<file path="src/rtl/sadc_map.vh">
`ifndef SADC_MAP_VH
`define SADC_MAP_VH

// Result width and code span (256 codes)
`define SADC_RES_W        8
`define SADC_TRIAL_FIRST  8'h80
`define SADC_CODE_RST     8'h00

// Result FIFO geometry
`define SADC_FIFO_DEPTH   8
`define SADC_FIFO_AW      3

// Variant codes on chan_cfg
`define SADC_CFG_1CH      2'h0
`define SADC_CFG_2CH      2'h1
`define SADC_CFG_4CH      2'h2
`define SADC_CFG_8CH      2'h3

// Address word length after the start bit, per variant
`define SADC_ALEN_1CH     4'h0
`define SADC_ALEN_2CH     4'h2
`define SADC_ALEN_4CH     4'h3
`define SADC_ALEN_8CH     4'h4

// Last bit count in converter-clock periods; start, tail and lead levels
`define SADC_LAST_BIT     4'h7
`define SADC_START_LEVEL  1'b1
`define SADC_TAIL_LEVEL   1'b0
`define SADC_LEAD_LEVEL   1'b0

// Reset values
`define SADC_ADDR_RST     4'h0
`define SADC_CNT_RST      4'h0
`define SADC_CHAN_RST     3'h0

`endif

</file>
<file path="src/rtl/sadc_top.v">
`timescale 1ns/10ps
`include "sadc_map.vh"
// Overview of operation
// - While waiting, serial_in is shifted in on each converter clock rise.
// - First sampled one is the start bit; leading zeros are ignored.
// - A 2 to 4 bit multiplexer word follows the start bit.
// - After the last address bit, half-period settle; status rises then.
// - serial_in is ignored from conversion start until deselect.
// - Serial output leaves high impedance, drives a leading zero.
// - Each comparator decision appears on serial output at a falling edge.
// - Result leaves most significant bit first, readable at once.
// - Conversion ends after 8 periods; status drops half a cycle later.
// - All 8 result bits are held in an output shift register.
// - Without shift enable, LSB-first copy follows the MSB stream.
// - After the LSB-first stream, serial output stays low until deselect.
// - With shift enable, LSB held while high, shifted out when low.
// - Single-channel variant sends only the MSB-first stream.
// - Every internal register except the result FIFO and sclk_d_ff is cleared while chip select is high.
// - serial_in is sampled only while serial output is high impedance.
// - Trial code spans 256 steps of reference divided by 256.
// - Comparator is strobed at the end of each conversion period.
// - Address word: single/pair bit, sign bit, then select bits.
// - Single-channel variant takes no address bits after the start bit.
module sadc_top (
    input  wire       mclk,
    input  wire       srst,
    input  wire       ce,
    input  wire       cs_n,
    input  wire       sclk,
    input  wire       serial_in,
    input  wire       lsb_first_shift_en_n,
    input  wire       se_present,
    input  wire [1:0] chan_cfg,
    input  wire       comp_gt,
    output reg        serial_out,
    output reg        serial_out_oe_n,
    output reg        conversion_status,
    output reg        conv_done,
    output wire [7:0] dac_code,
    output reg        single_or_pair_bit,
    output reg  [2:0] mux_pos_chan,
    output reg  [2:0] mux_neg_chan,
    output reg        mux_neg_common,
    output wire [7:0] result_data,
    output wire       result_valid,
    input  wire       result_ready
);
    localparam [5:0] ST_IDLE   = 6'h01;
    localparam [5:0] ST_ADDR   = 6'h02;
    localparam [5:0] ST_SETTLE = 6'h04;
    localparam [5:0] ST_CONV   = 6'h08;
    localparam [5:0] ST_LSBF   = 6'h10;
    localparam [5:0] ST_TAIL   = 6'h20;

    reg  [5:0] state_ff;
    reg  [5:0] nxt_state;
    reg        sclk_d_ff;
    reg  [3:0] addr_ff;
    reg  [3:0] nxt_addr;
    reg  [3:0] cnt_ff;
    reg  [3:0] nxt_cnt;
    reg  [7:0] shreg_ff;
    reg  [7:0] nxt_shreg;
    reg        nxt_dout;
    reg        nxt_oe_n;
    reg        nxt_status;
    reg        nxt_done;
    reg        push_ff;
    reg        nxt_push;
    reg        sar_load;
    reg        sar_step;
    reg  [3:0] alen;
    reg        dec_sgl;
    reg        dec_sign;
    reg  [1:0] dec_sel;
    wire       clr;
    wire       rise;
    wire       fall;
    wire       fifo_in_ready;

    // Deselect, not only reset, clears all but the result FIFO and sclk_d_ff
    // clear on deselect
    assign clr  = srst | cs_n;
    assign rise = sclk & ~sclk_d_ff;
    assign fall = ~sclk & sclk_d_ff;

    always @* begin
        case (chan_cfg)
            `SADC_CFG_2CH: alen = `SADC_ALEN_2CH;
            `SADC_CFG_4CH: alen = `SADC_ALEN_4CH;
            `SADC_CFG_8CH: alen = `SADC_ALEN_8CH;
            default:       alen = `SADC_ALEN_1CH;
        endcase
    end

    always @* begin
        dec_sgl  = 1'b0;
        dec_sign = 1'b0;
        dec_sel  = 2'b00;
        case (chan_cfg)
            `SADC_CFG_2CH: begin
                dec_sgl  = addr_ff[1];
                dec_sign = addr_ff[0];
            end
            `SADC_CFG_4CH: begin
                dec_sgl  = addr_ff[2];
                dec_sign = addr_ff[1];
                dec_sel  = {1'b0, addr_ff[0]};
            end
            `SADC_CFG_8CH: begin
                dec_sgl  = addr_ff[3];
                dec_sign = addr_ff[2];
                dec_sel  = addr_ff[1:0];
            end
            default: begin
                dec_sgl  = 1'b0;
                dec_sign = 1'b0;
                dec_sel  = 2'b00;
            end
        endcase
    end

    always @* begin
        nxt_state  = state_ff;
        nxt_addr   = addr_ff;
        nxt_cnt    = cnt_ff;
        nxt_shreg  = shreg_ff;
        nxt_dout   = serial_out;
        nxt_oe_n   = serial_out_oe_n;
        nxt_status = conversion_status;
        nxt_done   = 1'b0;
        nxt_push   = 1'b0;
        sar_load   = 1'b0;
        sar_step   = 1'b0;
        case (state_ff)
            ST_IDLE: begin
                // Full result FIFO holds off the next command
                // start bit detect
                if (rise && serial_in == `SADC_START_LEVEL &&
                    fifo_in_ready) begin
                    nxt_cnt = `SADC_CNT_RST;
                    if (alen == `SADC_ALEN_1CH) begin
                        nxt_state  = ST_SETTLE;
                        nxt_status = 1'b1;
                        nxt_oe_n   = 1'b0;
                        nxt_dout   = `SADC_LEAD_LEVEL;
                        sar_load   = 1'b1;
                    end else begin
                        nxt_state = ST_ADDR;
                    end
                end
            end
            ST_ADDR: begin
                if (rise) begin
                    nxt_addr = {addr_ff[2:0], serial_in};
                    nxt_cnt  = cnt_ff + 4'h1;
                    if (nxt_cnt == alen) begin
                        nxt_state  = ST_SETTLE;
                        nxt_status = 1'b1;
                        nxt_oe_n   = 1'b0;
                        nxt_dout   = `SADC_LEAD_LEVEL;
                        sar_load   = 1'b1;
                        nxt_cnt    = `SADC_CNT_RST;
                    end
                end
            end
            ST_SETTLE: begin
                if (fall) begin
                    nxt_state = ST_CONV;
                end
            end
            ST_CONV: begin
                if (fall) begin
                    sar_step  = 1'b1;
                    nxt_dout  = comp_gt;
                    nxt_shreg = {shreg_ff[6:0], comp_gt};
                    nxt_cnt   = cnt_ff + 4'h1;
                    if (cnt_ff == `SADC_LAST_BIT) begin
                        nxt_cnt  = `SADC_CNT_RST;
                        nxt_push = 1'b1;
                        if (chan_cfg == `SADC_CFG_1CH) begin
                            nxt_state = ST_TAIL;
                        end else begin
                            nxt_state = ST_LSBF;
                        end
                    end
                end
            end
            ST_LSBF: begin
                if (fall && (!se_present || !lsb_first_shift_en_n)) begin
                    if (cnt_ff == `SADC_LAST_BIT) begin
                        nxt_dout  = `SADC_TAIL_LEVEL;
                        nxt_state = ST_TAIL;
                    end else begin
                        nxt_dout  = shreg_ff[1];
                        nxt_shreg = {1'b0, shreg_ff[7:1]};
                        nxt_cnt   = cnt_ff + 4'h1;
                    end
                end
            end
            ST_TAIL: begin
                if (fall) begin
                    nxt_dout = `SADC_TAIL_LEVEL;
                end
            end
            default: begin
                nxt_state = ST_IDLE;
            end
        endcase
        if ((state_ff == ST_LSBF || state_ff == ST_TAIL) &&
            conversion_status && rise) begin
            nxt_status = 1'b0;
            nxt_done   = 1'b1;
        end
    end

    always @(posedge mclk) begin
        if (clr) begin
            state_ff           <= ST_IDLE;
            addr_ff            <= `SADC_ADDR_RST;
            cnt_ff             <= `SADC_CNT_RST;
            shreg_ff           <= `SADC_CODE_RST;
            serial_out         <= `SADC_TAIL_LEVEL;
            serial_out_oe_n    <= 1'b1;
            conversion_status  <= 1'b0;
            conv_done          <= 1'b0;
            push_ff            <= 1'b0;
            single_or_pair_bit <= 1'b0;
            mux_pos_chan       <= `SADC_CHAN_RST;
            mux_neg_chan       <= `SADC_CHAN_RST;
            mux_neg_common     <= 1'b0;
        end else if (ce) begin
            state_ff          <= nxt_state;
            addr_ff           <= nxt_addr;
            cnt_ff            <= nxt_cnt;
            shreg_ff          <= nxt_shreg;
            serial_out        <= nxt_dout;
            serial_out_oe_n   <= nxt_oe_n;
            conversion_status <= nxt_status;
            conv_done         <= nxt_done;
            push_ff           <= nxt_push;
            if (state_ff == ST_SETTLE) begin
                single_or_pair_bit <= dec_sgl;
                mux_pos_chan       <= {dec_sel, dec_sign};
                mux_neg_chan       <= {dec_sel, ~dec_sign};
                mux_neg_common     <= dec_sgl;
            end
        end
    end

    always @(posedge mclk) begin
        if (srst) begin
            sclk_d_ff <= 1'b0;
        end else if (ce) begin
            sclk_d_ff <= sclk;
        end
    end

    sadc_sar u_sar (
        .mclk       (mclk),
        .clr        (clr),
        .ce         (ce),
        .load       (sar_load),
        .step       (sar_step),
        .comp_gt    (comp_gt),
        .trial_code (dac_code)
    );

    sadc_fifo #(
        .WIDTH (`SADC_RES_W),
        .DEPTH (`SADC_FIFO_DEPTH),
        .AW    (`SADC_FIFO_AW)
    ) u_fifo (
        .mclk      (mclk),
        .srst      (srst),
        .ce        (ce),
        .in_valid  (push_ff),
        .in_data   (shreg_ff),
        .in_ready  (fifo_in_ready),
        .out_valid (result_valid),
        .out_data  (result_data),
        .out_ready (result_ready)
    );
endmodule

</file>
<file path="src/rtl/sadc_fifo.v">
`timescale 1ns/10ps
module sadc_fifo #(
    parameter WIDTH = 8,
    parameter DEPTH = 8,
    parameter AW    = 3
) (
    input  wire             mclk,
    input  wire             srst,
    input  wire             ce,
    input  wire             in_valid,
    input  wire [WIDTH-1:0] in_data,
    output wire             in_ready,
    output reg              out_valid,
    output reg  [WIDTH-1:0] out_data,
    input  wire             out_ready
);
    reg [WIDTH-1:0] mem [0:DEPTH-1];
    reg [AW-1:0]    wr_ptr_ff;
    reg [AW-1:0]    rd_ptr_ff;
    reg [AW:0]      count_ff;
    wire            push;
    wire            pop;

    assign in_ready = (count_ff != DEPTH[AW:0]);
    assign push     = in_valid & in_ready;
    // Refill the output register whenever it is empty or being taken
    assign pop      = (count_ff != {(AW+1){1'b0}}) &
                      (~out_valid | out_ready);

    always @(posedge mclk) begin
        if (push && ce) begin
            mem[wr_ptr_ff] <= in_data;
        end
    end

    always @(posedge mclk) begin
        if (srst) begin
            wr_ptr_ff <= {AW{1'b0}};
            rd_ptr_ff <= {AW{1'b0}};
            count_ff  <= {(AW+1){1'b0}};
            out_valid <= 1'b0;
            out_data  <= {WIDTH{1'b0}};
        end else if (ce) begin
            if (push) begin
                wr_ptr_ff <= wr_ptr_ff + 1'b1;
            end
            if (pop) begin
                rd_ptr_ff <= rd_ptr_ff + 1'b1;
                out_data  <= mem[rd_ptr_ff];
                out_valid <= 1'b1;
            end else if (out_ready) begin
                out_valid <= 1'b0;
            end
            if (push && !pop) begin
                count_ff <= count_ff + 1'b1;
            end else if (pop && !push) begin
                count_ff <= count_ff - 1'b1;
            end
        end
    end
endmodule

</file>
<file path="src/rtl/sadc_sar.v">
`timescale 1ns/10ps
`include "sadc_map.vh"
module sadc_sar (
    input  wire       mclk,
    input  wire       clr,
    input  wire       ce,
    input  wire       load,
    input  wire       step,
    input  wire       comp_gt,
    output reg  [7:0] trial_code
);
    reg  [7:0] res_ff;
    reg  [7:0] mask_ff;
    reg  [7:0] nxt_res;
    reg  [7:0] nxt_mask;

    always @* begin
        nxt_res  = comp_gt ? (res_ff | mask_ff) : res_ff;
        nxt_mask = {1'b0, mask_ff[7:1]};
    end

    always @(posedge mclk) begin
        if (clr) begin
            res_ff     <= `SADC_CODE_RST;
            mask_ff    <= `SADC_CODE_RST;
            trial_code <= `SADC_CODE_RST;
        end else if (ce) begin
            if (load) begin
                res_ff     <= `SADC_CODE_RST;
                mask_ff    <= `SADC_TRIAL_FIRST;
                trial_code <= `SADC_TRIAL_FIRST;
            end else if (step) begin
                res_ff     <= nxt_res;
                mask_ff    <= nxt_mask;
                trial_code <= nxt_res | nxt_mask;
            end
        end
    end
endmodule

</file>
<file path="config.mk">
export PLATFORM = sky130hd
export DESIGN_NAME = sadc_top
export DESIGN_NICKNAME = d
export VERILOG_FILES = /design/src/rtl/sadc_top.v /design/src/rtl/sadc_fifo.v /design/src/rtl/sadc_sar.v
export VERILOG_INCLUDE_DIRS = /design/src /design/src/rtl
export SDC_FILE = /design/constraint.sdc
export NUM_CORES = 1
export LEC_CHECK = 0
export BUFFER_PORTS_ARGS = -buffer_cell sky130_fd_sc_hd__buf_2
export CAP_MARGIN = 20
export CORE_MARGIN = 4
export CORE_UTILIZATION = 30
export DETAILED_ROUTE_END_ITERATION = 8
export GPL_ROUTABILITY_DRIVEN = 0
export PLACE_DENSITY_LB_ADDON = 0.3
export RECOVER_POWER = 50
export SYNTH_ARGS = -nofsm -noshare
export SYNTH_HDL_FRONTEND = slang
export SYNTH_SLANG_ARGS = --single-unit
</file>
<file path="constraint.sdc">
create_clock -name mclk -period 2.3 [get_ports mclk]
set_input_delay 0.575 -clock mclk [delete_from_list [all_inputs] [get_ports mclk]]
set_output_delay 0.575 -clock mclk [all_outputs]
set_load 0.02 [all_outputs]
</file>
==> results of run 1 <==
## kinds of logic (layout without fill, tap and decap cells)
family	count (synthesis)	count (layout)	share of synthesized area
xor gates and xnor gates	12	12	0.0167
adders and majority gates	13	13	0.0270
AOI/OAI and AO/OA	104	104	0.128
and+or+nand+nor	194	194	0.155
buffers and inverters	52	146	0.0411
muxes	34	34	0.0857
DFF	140	140	0.546
## synthesized netlist by cell type, types with 5 or more instances
library cell,instances,share of area
mux2i_1,18,0.029
xnor2_1,7,0.0097
ha_1,12,0.024
buf_4,6,0.0071
nor2_1,57,0.034
edfxtp_1,64,0.30
nand2b_1,12,0.012
nand3_1,29,0.023
o21ai_0,12,0.0095
nor3_1,12,0.0095
buf_2,9,0.0071
nand2_1,41,0.024
xor2_1,5,0.0069
mux4_2,16,0.057
a21oi_1,38,0.030
o31ai_2,20,0.040
dfxtp_1,76,0.24
a311oi_1,9,0.013
clkbuf_1,13,0.0077
and2_1,9,0.0089
inv_1,16,0.0095
## timing repair
action | CTS | global route
endpoints found under the setup margin | 3 | 34
setup buffers | 0 | 3
pin swaps | 7 | 8
hold buffers | 0 | 0
gates resized for setup | 13 | 15
## registers in the layout, summed over array words and instances, names as in the netlist
register / flops
u_fifo.out_valid: 1
u_fifo.wr_ptr_ff: 3
conv_done: 1
u_sar.mask_ff: 8
mux_pos_chan: 3
u_fifo.rd_ptr_ff: 3
addr_ff: 4
shreg_ff: 8
u_sar.trial_code: 8
u_fifo.out_data: 8
push_ff: 1
serial_out: 1
sclk_d_ff: 1
mux_neg_common: 1
u_fifo.mem: 64
u_sar.res_ff: 8
cnt_ff: 4
serial_out_oe_n: 1
state_ff: 6
mux_neg_chan: 1
u_fifo.count_ff: 4
conversion_status: 1
## worst max-delay path by stage
stage,startpoint,endpoint,slack [ps],cells past startpoint
2_1_floorplan,u_fifo.count_ff[1],u_fifo.count_ff[3],-40,11
3_3_place_gp,chan_cfg[0],serial_out,-180,8
3_5_place_dp,chan_cfg[0],serial_out,-230,8
4_1_cts,u_fifo.count_ff[0],u_fifo.count_ff[3],2,11
5_1_grt,u_fifo.count_ff[0],u_fifo.count_ff[3],-70,11
6_report,u_fifo.count_ff[0],u_fifo.count_ff[3],40,11
## routing by layer
layer  up-vias  GRT usage  part of all wire
met3        12     0.0365             0.038
met4         0     0.0454             0.011
met1      2203      0.153              0.46
met5         -          0                 0
met2        89      0.201              0.49
li1       2178          -                 -
## where the power goes
group          switching (mW)  internal [mW]  leakage (nW)
combinational           0.614          0.477          1.14
clock                    1.09           1.95         0.322
sequential             0.0490           2.67          1.36
total                    1.75           5.10          2.82
## layout make-up
type	count	area share
inverter	16	0.00790
clock buffer	17	0.0537
multi-input combinational	357	0.347
timing repair buffer	98	0.0842
sequential	140	0.435
clock inverter	15	0.0296
tap	270	0.0427
## worst max-delay path, cell delays in order, from the launching register on
cell and delay, ps:
dfxtp_2 320, or4b_4 530, and2_4 160, ha_4 160, inv_4 60, ha_4 190
a21o_1 160, a21oi_2 120, xnor2_1 130, nand2_1 80, xor2_1 170, nor2_1 50
## placed cells by master (no fill, tap or decap), types with 3 or more instances in the layout
cell and n:
inv_1 14, inv_6 3, mux2i_1 18, nand3_1 29
bufinv_16 5, ha_1 8, xnor2_1 7, dfxtp_1 73
nor2b_1 3, and2_1 8, and3_1 3, buf_12 5
o21ai_0 11, xor2_1 4, buf_4 50, nand2b_1 12
edfxtp_1 64, o31ai_1 4, a21oi_1 36, o21ai_1 3
dfxtp_2 3, nand2_1 40, ha_4 4, buf_2 12
clkbuf_16 17, or2_2 3, o31ai_2 20, clkbuf_1 29
a311oi_1 7, nor3_1 12, mux4_2 16, nor2_1 56
## through the flow
step / total power, mW / setup slack [ps]
floorplan: 3.43 / -35.3
global placement: 3.74 / -180
detailed placement: 3.77 / -227
CTS: 6.93 / 1.86
global route: 7.14 / -65.3
finish: 6.85 / 36.5
==> metrics.log, run 1 <==
INFO  metric antenna_found_initial = 0
INFO  metric power_leakage = 2.82 nW
INFO  metric cts_sinks = 140
INFO  metric cell_count_after_synthesis = 549
INFO  metric finalWorstPathRequiredPeriod = 2260 ps
INFO  metric hold_violations = 0
INFO  metric worst_setup_hold_path_clk_slew = 60 ps
INFO  metric core_area = 20400 sq um
INFO  metric gr-total-overflow = 0
INFO  metric vdd_ir_drop_max = 0.453 mV
INFO  metric detail_route.wl_per_cell = 15.3 microns
INFO  metric post_layout_utilization_of_the_core = 0.388
INFO  metric grt_pass1_wl = 23100 microns
INFO  metric ant_nets = 0
INFO  metric max-cap-violations = 0
INFO  metric routed_wirelength = 14000 microns
INFO  metric grt_start_max_net_pins = 28
INFO  metric avgSynthCellArea = 11.5 sq um
INFO  metric worstHoldPathCells = 3
INFO  metric r2r-end = u_fifo.count_ff[3]
INFO  metric die_height = 153 microns
INFO  metric worst_setup_path_start_kind = flip-flop
INFO  metric seq_area = 3450 sq um
INFO  metric drt_iter0_drc = 286
INFO  metric dpl-instance-area = 7130 sq um
INFO  metric reg2reg_slack = 40 ps
INFO  metric ioPinCount = 41
INFO  metric netlist-cell-type-count = 61
INFO  metric clock_root_cell = clkbuf_16
INFO  metric instances_no_fill = 913
INFO  metric crit_type = reg2reg
INFO  metric antenna_cells_inserted = 0
INFO  metric critPathRequiredTime = 2600 ps
INFO  metric worstSkewPairLatency = 420 ps
INFO  metric ctsLongestPathBuffers = 2
INFO  metric multi_input_area = 2740 sq um
INFO  metric worstReg2RegStart = u_fifo.count_ff[0]
INFO  metric fillCellCount = 1992
INFO  metric detail_route.drc_violations = 0
INFO  metric die_w = 153 microns
INFO  metric maxSlewHeadroom = 0.592
INFO  metric final.setup.tns = 0 ps
INFO  metric final-max-slew-violation-count = 0
INFO  metric post_drt_via_cell_ratio = 4.91
INFO  metric grt.total_usage = 0.122
INFO  metric detailedRoute.firstPassIterationCount = 5
INFO  metric setup_repair_after_global_routing_missed_its_margin = true
INFO  metric die_area = 23400 sq um
INFO  metric core.rowCount = 52
INFO  metric finalClockSkew = 8.24 ps
INFO  metric route.vias.total = 4482
INFO  metric tritoncts = built
INFO  metric fin_hold_ws = 435 ps
INFO  metric final_layout_size_suffix_gt1_frac = 0.275
INFO  metric hold_path_end = addr_ff[0]
INFO  metric syn2layout_area_growth = 25.6%
INFO  metric worstHoldStart = serial_in
INFO  metric htree_levels = 4
INFO  metric asyncSetResetFlopFracSynth = 0
INFO  metric grt_pass1_vias = 4546
INFO  metric hp-class = in2reg
INFO  metric postSynthRegisterBits = 140
INFO  metric detailed_place_hpwl = 9780 microns
INFO  metric timing_worst_slew_pin_value = 612 ps
INFO  metric clock.fmax = 0.442 GHz
INFO  metric numPortBuffers = 40
INFO  metric power_density = 865 nW/um^2
INFO  metric capturing_element_type_of_the_critical_path = flip-flop
INFO  metric fin_nets = 655
INFO  metric synth_sequential_area_ratio = 0.546
INFO  metric run_status = finished clean
INFO  metric start_util = 0.309
INFO  metric timing.critical_path.arrival = 2560 ps
INFO  metric number_of_synthesized_flops_with_an_enable_pin = 64
INFO  metric cts-buffers-inserted = 17
INFO  metric setup_viol = 0
INFO  metric design_area = 7920 sq um
INFO  metric r2r_cells = 11
INFO  metric synth-main-ff-cell = dfxtp_1
INFO  metric mappedNetlistNets = 574
INFO  metric dp.cells = 878
INFO  metric critical_path.max_fanout = 2
INFO  metric synthesis.yosys.warnings = 0
INFO  metric final_min_period_over_clock_period = 0.984
INFO  metric post_synth_instance_area = 6300 sq um
(Power assumes the default switching activity.)
==> inputs of run 2 (changes only) <==
- ABC_CLOCK_PERIOD_IN_PS: unset -> 2300
- CORE_ASPECT_RATIO: unset -> 0.9
- PLACE_DENSITY_LB_ADDON: 0.3 -> unset
==> run 2 against run 1 <==
  * Wire length is 2.8% higher
  * Fmax shrank 0.88%
  * Count of clock-buffer cells in the layout up 1
  * Critical path type unchanged
  * Core utilization decreased by 1.0 points
  * Non-clock buffer count fell by 3
  * Setup slack worse by 20 ps
  * Via count increased by 1.3%
  * Power down 5.8%
==> metrics.log, run 2 (synthesis gave the netlist of run 1 again) <==
INFO  metric start_util = 0.304
INFO  metric layout_common_cells = 74 x dfxtp_1, 64 x edfxtp_1, 56 x nor2_1, 49 x buf_4, 41 x nand2_1
INFO  metric wl_met3 = 783 microns
INFO  metric grt_pass1_vias = 4504
INFO  metric final_min_period_over_clock_period = 0.993
INFO  metric max_ffs_per_register = 64
INFO  metric wirelength_met1 = 6810 microns
INFO  metric final.setup.tns = 0 ps
INFO  metric finalClockSkew = 9.70 ps
INFO  metric max-cap-violations = 0
INFO  metric core.rowCount = 50
INFO  metric run_status = finished clean
INFO  metric capturing_element_type_of_the_critical_path = flip-flop
INFO  metric multi_input_area = 2710 sq um
INFO  metric ctsLongestPathBuffers = 2
INFO  metric final_layout_size_suffix_gt1_frac = 0.303
INFO  metric fin_hold_ws = 445 ps
INFO  metric detailedRoute.firstPassIterationCount = 5
INFO  metric design_area = 7820 sq um
INFO  metric worst_setup_hold_path_clk_slew = 60 ps
INFO  metric antenna_found_initial = 0
INFO  metric final-max-slew-violation-count = 0
INFO  metric cts-buffers-inserted = 17
INFO  metric fillCellCount = 2005
INFO  metric postLayoutSetupSlackWorst = 16.5 ps
INFO  metric clock_power_share = 0.404
INFO  metric detail_route.drc_violations = 0
INFO  metric critical_path.max_fanout = 2
INFO  metric setup_viol = 0
INFO  metric crit_type = reg2reg
INFO  metric grt_start_max_net_pins = 29
INFO  metric timing.critical_path.arrival = 2570 ps
INFO  metric maxSlewHeadroom = 0.570
INFO  metric critical-path-top-cell-by-count = ha_4
INFO  metric vdd_ir_drop_max = 0.417 mV
INFO  metric ioPinCount = 41
INFO  metric fin_nets = 652
INFO  metric finalWorstPathRequiredPeriod = 2280 ps
INFO  metric post_drt_via_cell_ratio = 4.90
INFO  metric die_area = 23400 sq um
INFO  metric cts_sinks = 140
INFO  metric top_signal_layer_used = met4
INFO  metric power_switching_share = 0.273
INFO  metric htree_levels = 4
INFO  metric hp-class = reg2reg
INFO  metric cp_cell_sequence = or4b_4, and2_4, ha_4, inv_4, ha_4, a21o_1, a21oi_2, xnor2_1, nand2_1, xor2_1, nor2_1
INFO  metric instances_no_fill = 926
INFO  metric drt_iter0_drc = 380
INFO  metric power_leakage = 2.87 nW
INFO  metric worstPathBufferInverterCount = 1
INFO  metric setup_repair_after_global_routing_missed_its_margin = true
INFO  metric die_height = 146 microns
INFO  metric dp_worst_setup_slack = -173 ps
INFO  metric crit_path_top_delay_cell = or4b_4
INFO  metric detailed_place_hpwl = 9940 microns
INFO  metric syn2layout_area_growth = 24.0%
INFO  metric power_density = 825 nW/um^2
INFO  metric dpl-instance-area = 7140 sq um
INFO  metric detailroute.wirelength.met2 = 6680 microns
INFO  metric die_w = 161 microns
INFO  metric clock.fmax = 0.438 GHz
INFO  metric layout.cells.most_common = dfxtp_1
INFO  metric grt_pass1_wl = 23600 microns
INFO  metric grt.total_usage = 0.125
INFO  metric timing_worst_slew_pin_value = 644 ps
INFO  metric detail_route.wl_per_cell = 15.5 microns
INFO  metric worst_setup_path_start_kind = flip-flop
INFO  metric report.power.total = 6.45 mW
INFO  metric tritoncts = built
INFO  metric critical_path.max_stage_delay = 540 ps
INFO  metric core_area = 20700 sq um
INFO  metric ant_nets = 0
INFO  metric routed_wirelength = 14400 microns
INFO  metric antenna_cells_inserted = 0
INFO  metric critPathRequiredTime = 2590 ps
INFO  metric seq_area = 3450 sq um
INFO  metric hold_violations = 0
INFO  metric sequentialPowerShare = 0.423
INFO  metric comb_power_share = 0.174
INFO  metric numPortBuffers = 40
INFO  metric worstSkewPairLatency = 420 ps
INFO  metric power_switching = 1.76 mW
INFO  metric crit_family = simple AND/OR/NAND/NOR gates
INFO  metric gr-total-overflow = 0
INFO  metric dp.cells = 893
INFO  metric cellInternalPower = 4.69 mW
INFO  metric regMostFlops = u_fifo.mem
INFO  metric post_layout_utilization_of_the_core = 0.378
INFO  metric clock_root_cell = clkbuf_16
INFO  metric route.vias.total = 4540
[run 2: repair_timing]
action,CTS,global route
hold buffers,0,0
buffers inserted,0,1
pin swaps,6,4
gates resized for setup,12,7
setup endpoints to repair,3,33
[run 2: final cells by class]
| class | instances | share of cell area |
|---|---|---|
| sequential | 140 | 0.441 |
| clock inverter | 14 | 0.0176 |
| multi-input combinational | 357 | 0.346 |
| clock buffer | 18 | 0.0549 |
| timing repair buffer | 95 | 0.0869 |
| inverter | 16 | 0.00800 |
| tap | 286 | 0.0458 |
[run 2: path summary, 6_finish.rpt]
kind / startpoint / end / slack [ps] / cells after the start
setup reg to reg: u_fifo.count_ff[0] / u_fifo.count_ff[3] / 20 / 11
setup / recovery: u_fifo.count_ff[0] / u_fifo.count_ff[3] / 20 / 11
hold reg to reg: serial_out_oe_n / serial_out_oe_n / 450 / 2
hold / removal: serial_out_oe_n / serial_out_oe_n / 450 / 2
[run 2: routing by layer]
layer  up-vias  track usage
met5         -            0
li1       2178            -
met1      2234        0.172
met4         0       0.0303
met3         9       0.0396
met2       119        0.193
[run 2: power by group through the flow]
| stage | logic (mW) | registers (mW) | clock network, mW |
|---|---|---|---|
| final | 1.12 | 2.73 | 2.60 |
| after floorplan | 0.603 | 2.83 | 0 |
| after global placement | 0.988 | 2.77 | 0 |
| after global routing | 1.23 | 2.74 | 2.78 |
| after CTS | 1.12 | 2.73 | 2.67 |
| after detailed placement | 1.02 | 2.78 | 0 |
[run 2: worst register-to-register path: cells and delay by family (launching register included)]
kind | cells | cell delay [ps]
xor+xnor | 2 | 290
flops | 1 | 320
simple gates | 4 | 840
fa+ha+maj | 2 | 350
buf+inv | 1 | 60
compound gates | 2 | 300
